--- src/hw/mid_defs.vh ---
// Constants for the modem inactivity disconnect timer
// Operation
// - Acts only on-line, remote-controlled, unattended
// - Disconnect modem after preset inactivity period
// - Two switches select 10, 15 or 50 s
// - Switch 3 off holds terminal ready on
// - Remote interrupt aborts off-line, goes on-line
// - At disconnect time, return to off-line if on-line entry came from the remote interrupt
// - Switch 4 enables the off-line interrupt
`ifndef MID_DEFS_VH
`define MID_DEFS_VH
// Clock rate in kHz
`define MID_CLK_KHZ        100000
// Tick period in ms, cycles per tick
`define MID_TICK_MS        1
`define MID_TICK_CYC       (`MID_CLK_KHZ * `MID_TICK_MS)
// Delay periods in seconds
`define MID_DLY_A_S        10
`define MID_DLY_B_S        15
`define MID_DLY_C_S        50
// Delay periods in ticks
`define MID_DLY_A_TK       (`MID_DLY_A_S * 1000 / `MID_TICK_MS)
`define MID_DLY_B_TK       (`MID_DLY_B_S * 1000 / `MID_TICK_MS)
`define MID_DLY_C_TK       (`MID_DLY_C_S * 1000 / `MID_TICK_MS)
// Counter widths
`define MID_TICK_W         17
`define MID_CNT_W          16
// Synchroniser width and bit positions of the asynchronous pins
`define MID_SYNC_W         7
`define MID_B_CD           0
`define MID_B_RTS          1
`define MID_B_RQ           2
`define MID_B_SW1          3
`define MID_B_SW2          4
`define MID_B_SW3          5
`define MID_B_SW4          6
// Reset values
`define MID_SYNC_RST       1'b0
`define MID_PRE_RST        17'h0_0000
`define MID_CNT_RST        16'h0000
`define MID_DTR_RST        1'b1
`define MID_PULSE_RST      1'b0
`define MID_INTR_RST       1'b0
`endif

--- src/hw/mid_timer.v ---
// Modem inactivity disconnect timer with remote interrupt
`timescale 1ns/10ps
`include "mid_defs.vh"
module mid_timer #(
  parameter [16:0] TICK_CYC = `MID_TICK_CYC,  // Cycles per 1 ms tick
  parameter [15:0] DLY_A    = `MID_DLY_A_TK,  // 10 s in ticks
  parameter [15:0] DLY_B    = `MID_DLY_B_TK,  // 15 s in ticks
  parameter [15:0] DLY_C    = `MID_DLY_C_TK   // 50 s in ticks
) (
  // Clock and reset
  input  wire mclk,
  input  wire rst_n,
  // Modem port pins, asynchronous
  input  wire carrier_det,     // High while carrier present
  input  wire req_send,        // High while request to send active
  output reg  term_ready,      // Data terminal ready to modem
  // System mode
  input  wire sys_online,      // System is on-line
  input  wire remote_ctl,      // Under remote control, local unattended
  input  wire remote_req,      // Remote interrupt request pulse, pin
  output reg  force_online,    // One-cycle pulse: abort and go on-line
  output reg  force_offline,   // One-cycle pulse: return off-line
  output reg  disc_pulse,      // One-cycle pulse: disconnect happened
  // Rocker switches, static, high means ON
  input  wire sw1,
  input  wire sw2,
  input  wire sw3,
  input  wire sw4
);


  // Raw asynchronous pins gathered into one vector
  wire [`MID_SYNC_W-1:0] pin_raw;      // Pins as they arrive
  // Synchronised copies of the same pins
  wire [`MID_SYNC_W-1:0] pin_sync;     // Second-stage outputs

  // Edge detector for the remote request
  reg                    req_d_r;      // Synced request, one cycle late

  // Timer state
  reg  [`MID_TICK_W-1:0] pre_r;        // Prescaler to the 1 ms tick
  reg  [`MID_TICK_W-1:0] pre_nxt;      // Next prescaler value
  reg  [`MID_CNT_W-1:0]  cnt_r;        // Count of idle ticks
  reg  [`MID_CNT_W-1:0]  cnt_nxt;      // Next idle tick count
  reg                    intr_r;       // On-line entry came from remote interrupt
  reg  [`MID_CNT_W-1:0]  lim;          // Selected period in ticks

  // Synchronised pin views
  wire                   cd_s;         // Carrier present
  wire                   rts_s;        // Request to send active
  wire                   rq_s;         // Remote interrupt request level
  wire                   sw1_s;        // Period switch 1
  wire                   sw2_s;        // Period switch 2
  wire                   sw3_s;        // Disconnect permit switch
  wire                   sw4_s;        // Remote interrupt enable switch

  // Decoded conditions
  wire                   active;       // Line is in use
  wire                   armed;        // Timer allowed to run
  wire                   tick;         // Last cycle of a 1 ms tick
  wire                   last_tick;    // Count has reached the last tick of the period
  wire                   expire;       // Inactivity period has run out
  wire                   req_rise;     // Accepted remote interrupt request

  // Gather the pins; order follows the bit positions in the header
  assign pin_raw[`MID_B_CD]  = carrier_det;
  assign pin_raw[`MID_B_RTS] = req_send;
  assign pin_raw[`MID_B_RQ]  = remote_req;
  assign pin_raw[`MID_B_SW1] = sw1;
  assign pin_raw[`MID_B_SW2] = sw2;
  assign pin_raw[`MID_B_SW3] = sw3;
  assign pin_raw[`MID_B_SW4] = sw4;

  // Two-flop synchroniser per pin; only the second flop is read
  genvar gi;
  generate
    for (gi = 0; gi < `MID_SYNC_W; gi = gi + 1) begin : g_sync
      reg s1_r;                        // First stage, may go metastable
      reg s2_r;                        // Second stage, safe to use

      // Shift the pin through both stages
      always @(posedge mclk) begin
        if (!rst_n) begin
          // Clear both stages
          s1_r <= `MID_SYNC_RST;
          s2_r <= `MID_SYNC_RST;
        end else begin
          // Sample the pin, then settle it
          s1_r <= pin_raw[gi];
          s2_r <= s1_r;
        end
      end

      assign pin_sync[gi] = s2_r;
    end
  endgenerate

  // Pick the synchronised views apart
  assign cd_s  = pin_sync[`MID_B_CD];  // High means carrier, low means lost
  assign rts_s = pin_sync[`MID_B_RTS];
  assign rq_s  = pin_sync[`MID_B_RQ];
  assign sw1_s = pin_sync[`MID_B_SW1];
  assign sw2_s = pin_sync[`MID_B_SW2];
  assign sw3_s = pin_sync[`MID_B_SW3];
  assign sw4_s = pin_sync[`MID_B_SW4];

  // Either modem line active counts as traffic
  assign active    = cd_s | rts_s;
  // Timer only runs on-line under remote control
  assign armed     = sys_online & remote_ctl;
  // Prescaler wraps at the end of each tick
  assign tick      = (pre_r == TICK_CYC - 17'h0_0001);
  // Compare with the selected period; >= covers a switch change
  assign last_tick = (cnt_r >= lim - 16'h0001);
  // Period over while still armed and idle
  assign expire    = armed & ~active & tick & last_tick;
  // Remote request edge, only when enabled and off-line
  assign req_rise  = sw4_s & rq_s & ~req_d_r & ~sys_online;

  // Period select from switches 1 and 2
  always @* begin
    case ({sw1_s, sw2_s})
      // Both on: shortest period
      2'b11: begin
        lim = DLY_A;
      end
      // First on, second off: middle period
      2'b10: begin
        lim = DLY_B;
      end
      // First off, second on: long period
      2'b01: begin
        lim = DLY_C;
      end
      // Both off is not a listed setting; take the longest period
      default: begin
        lim = DLY_C;
      end
    endcase
  end

  // Next values of the prescaler and the idle counter
  always @* begin
    pre_nxt = pre_r;
    cnt_nxt = cnt_r;
    if (!armed || active) begin
      // Traffic or de-arming starts the period over
      pre_nxt = `MID_PRE_RST;
      cnt_nxt = `MID_CNT_RST;
    end else if (tick) begin
      // End of a tick: wrap prescaler, advance count
      pre_nxt = `MID_PRE_RST;
      if (expire) begin
        // Period over: start a fresh one
        cnt_nxt = `MID_CNT_RST;
      end else begin
        // One more idle tick
        cnt_nxt = cnt_r + 16'h0001;
      end
    end else begin
      // Inside a tick: keep counting cycles
      pre_nxt = pre_r + 17'h0_0001;
    end
  end

  // Prescaler and idle counter registers
  always @(posedge mclk) begin
    if (!rst_n) begin
      // Clear the whole timer
      pre_r <= `MID_PRE_RST;
      cnt_r <= `MID_CNT_RST;
    end else begin
      // Take the next values
      pre_r <= pre_nxt;
      cnt_r <= cnt_nxt;
    end
  end

  // Disconnect, ready line and remote interrupt control
  always @(posedge mclk) begin
    if (!rst_n) begin
      // Ready high, no pulses, no pending interrupt
      term_ready    <= `MID_DTR_RST;
      force_online  <= `MID_PULSE_RST;
      force_offline <= `MID_PULSE_RST;
      disc_pulse    <= `MID_PULSE_RST;
      intr_r        <= `MID_INTR_RST;
      req_d_r       <= `MID_PULSE_RST;
    end else begin
      // Remember the request level for the edge detector
      req_d_r       <= rq_s;
      // Disconnect only when switch 3 permits it
      disc_pulse    <= expire & sw3_s;
      // Return off-line at the disconnect moment, if entered remotely
      force_offline <= expire & sw3_s & intr_r;
      // Abort off-line work and go on-line
      force_online  <= req_rise;
      if (!sw3_s) begin
        // Switch 3 off: ready line held on
        term_ready <= 1'b1;
      end else if (expire) begin
        // Drop the ready line so the modem hangs up
        term_ready <= 1'b0;
      end else if (!sys_online) begin
        // Off-line again: ready for the next call
        term_ready <= 1'b1;
      end
      if (req_rise) begin
        // On-line entry came from the remote interrupt
        intr_r <= 1'b1;
      end else if (expire) begin
        // Interrupt session ends with the period
        intr_r <= 1'b0;
      end
    end
  end

endmodule // mid_timer
--- config.mk ---
export PLATFORM = sky130hd
export DESIGN_NAME = mid_timer
export DESIGN_NICKNAME = d
export VERILOG_FILES = /design/src/hw/mid_timer.v
export VERILOG_INCLUDE_DIRS = /design/src /design/src/hw
export SDC_FILE = /design/constraint.sdc
export NUM_CORES = 1
export LEC_CHECK = 0
export ABC_AREA = 1
export BUFFER_PORTS_ARGS = -buffer_cell sky130_fd_sc_hd__buf_4
export CAP_MARGIN = 20
export CORE_ASPECT_RATIO = 2
export CORE_MARGIN = 4
export CORE_UTILIZATION = 50
export CTS_CLUSTER_SIZE = 24
export DETAILED_ROUTE_END_ITERATION = 7
export PLACE_DENSITY_LB_ADDON = 0.2
export SLEW_MARGIN = 25
export SYNTH_ARGS = -nofsm -noshare
export SYNTH_HDL_FRONTEND = slang
export SYNTH_SLANG_ARGS = --single-unit
--- constraint.sdc ---
create_clock -name mclk -period 2.04 [get_ports mclk]
set_input_delay 0.102 -clock mclk [delete_from_list [all_inputs] [get_ports mclk]]
set_output_delay 0.102 -clock mclk [all_outputs]
set_load 0.02 [all_outputs]
==> impl_metrics.csv <==
group,metric,value,unit
run_status,status,"finished clean",
clock_tree,clk_latency,0.31,ns
final_layout,multi_input_area,1370,um2
final_layout,final_cell_mix,"74 x nand2_1, 56 x inv_1, 53 x dfxtp_1, 48 x nor2_1, 22 x nor2_2",
critical_path,start_kind,"flop",
flow_run,drv_cap,0,
final_layout,final_util,58.7,%
synth,synth-seq-cells,53,
critical_path,path_cells,"inv_2 > nor2_2 > inv_1 > ha_1 > nand2_1 > nor2_1 > o21ai_0 > nand2_1 > nand3_1 > nand2_2 > nand2_1 > a21oi_1 > inv_1",
timing,fin_crit,1.83,ns
clock_tree,cts_num_sinks,53,
timing,finalSetupViolCount,0,
hold_path,hold_path.class,"in -> reg",
routing,ant_nets,0,
placement,dp_cells,434,
placement,dp_hpwl,4020,um
critical_path,worstPathMaxFanout,5,
timing,fin_setup_tns,0,ns
die,die-area,6690,um2
critical_path,cp.buffers_inverters,3,
die,rows,37,
critical_path,cpPeakStageDelay,0.35,ns
final_layout,final_common_cell,"nand2_1",
routing,vias_per_cell,4.88,
global_routing,grt_overflow,0,
placement,placedInstanceArea,2850,um2
placement,place.port_buffers,14,
clock_tree,cts_buffers,5,
final_layout,ff_latch_area,1060,um2
critical_path,crit_top_cell,"nand2_1",
global_routing,grt_first_pass_wirelength,8940,um
final_layout,drive_gt1_share,18.4,%
critical_path,crit_family,"simple AND/OR/NAND/NOR gates",
timing,slew_headroom,75.9,%
timing,slew_violations,0,
critical_path,rrSetupSlack,0.21,ns
clock_tree,cts_tree,"done",
critical_path,cp.required,2.26,ns
final_layout,antennaDiodeCount,0,
timing,max_freq,546,MHz
timing,min_period_over_period,89.8,%
synth,synth_cell_types,37,
final_layout,area_delta_synth_final,13.2,%
final_layout,fin_cells,449,
power_and_ir_drop,leakage,1.33,nW
synth,synth_nets,386,
clock_tree,cts_buffer_depth,2,
synth,ys.warnings.count,0,
global_routing,grt_pass1_vias,2129,
routing,firstDrtPassIters,4,
final_layout,filler_cell_count,497,
timing,rsz0062_at_grt,"false",
critical_path,worstSetupPathType,"reg -> reg",
synth,yosysSeqAreaShare,39.4,%
critical_path,worstPathArrival,2.05,ns
final_layout,finalInstanceArea,3050,um2
global_routing,grtUsageTotal,17.5,%
placement,gp_congestion,0.863,
clock_tree,clock-root-buffer,"clkbuf_8",
timing,finalClockSkew,0.00881,ns
routing,routedWlPerCell,11.6,um
routing,drtIter0Drc,49,
synth,syn_inst,364,
critical_path,slowest_stage,"dfxtp_1",
die,fp.dieH,112,um
final_layout,layout.nets,412,
routing,drc,0,
synth,avgSynthCellArea,7.39,um2
power_and_ir_drop,power_density,607,nW/um2
timing,hold_violations,0,
routing,routed-via-count,2191,
timing,max_slew.worst_pin.slew,0.360,ns
power_and_ir_drop,power,0.00185,W
routing,wirelength,5210,um
clock_tree,ctsHtreeMaxLevel,2,
synth,synth_area,2690,um2
global_routing,grt_max_degree,19,
die,core_area,5180,um2
global_routing,antenna_found_initial,0,
critical_path,cp-end-kind,"flop",
die,io_pins,15,
clock_tree,cts.clk_slew.worst_paths,0.10,ns
die,start_util,51.9,%
die,die_w,59.9,um
power_and_ir_drop,peakVddDrop,0.908,mV
[tightest hold or removal path, delay by kind of cell]
kind | cells | cell delay [ns]
buffers and inverters | 1 | 0.09
AND/OR/NAND/NOR | 3 | 0.16
[kinds of logic (layout without fill, tap and decap cells)]
logic type / after synthesis / count (layout) / share of synthesized area (%)
compound gates: 26 / 26 / 5.53
xor+xnor: 9 / 9 / 2.93
fa+ha+maj: 11 / 11 / 5.11
buf+inv: 66 / 93 / 10.1
flops: 53 / 53 / 39.4
simple gates: 199 / 199 / 36.9
[state kept, by name (all words and copies together) (netlist names), 6 cells and up]
| name | flops |
|---|---|
| g_sync.s2_r | 6 |
| cnt_r | 16 |
| g_sync.s1_r | 7 |
| pre_r | 17 |
[timing repair]
item / 4_1_cts / 5_1_grt
hold buffers: 7 / 0
buffers inserted: 0 / 0
hold endpoints to repair: 7 / 0
setup endpoints to repair: 0 / 14
resized for setup: 0 / 3
[power breakdown]
group,total (W),internal [W],leakage [nW],switching [W]
logic,0.0000788,0.0000379,0.846,0.0000409
clock network,0.000717,0.000369,0.0554,0.000348
registers,0.00105,0.00105,0.430,0.00000497
total,0.00185,0.00145,1.33,0.000394
[final cells by class]
cell class,count,share of cell area (%)
clock buffer,6,2.38
clock inverter,2,1.27
inverter,60,7.40
multi-input combinational,245,45.0
sequential,53,34.8
tap,58,2.38
timing repair buffer,25,6.74
[stage by stage]
| step | worst slack (ns) | hold slack (ns) |
|---|---|---|
| floorplan | 0.238 | 0.200 |
| global placement | 0.191 | 0.282 |
| detailed placement | 0.104 | 0.287 |
| CTS | 0.0837 | 0.0654 |
| global route | 0.0208 | 0.0779 |
| finish | 0.208 | 0.0762 |
[worst paths after layout]
check | start | endpoint | cells after the start
setup / recovery | g_sync[3].s2_r | term_ready | 13
hold / removal | sys_online | force_online | 4
setup reg to reg | g_sync[3].s2_r | term_ready | 13
hold reg to reg | g_sync[5].s1_r | g_sync[5].s2_r | 2
[synth_stat cells (all sizes together)]
library cell	count	area share, %
dfxtp	53	39
nand2	82	13
inv	60	8.4
a21oi	11	2.0
nor3b	4	1.5
nand4	7	1.6
nor4	2	0.46
ha	11	5.1
xor2	7	2.3
o21a	1	0.28
buf	4	1.4
nand3	21	4.7
nor2	74	13
clkbuf	2	0.28
o21ai	8	1.6
or2	2	0.46
a21o	2	0.56
xnor2	2	0.65
nand3b	1	0.28
nor3	6	1.9
o21bai	2	0.56
o22ai	2	0.46
[metal layers]
metal  global-route usage (%)  share of wire (%)
met4                     8.28                2.8
met5                        0                  0
met3                     3.71                1.7
met1                     16.8                 37
met2                     32.7                 59
No activity file was read; power rests on OpenSTA's default activity.
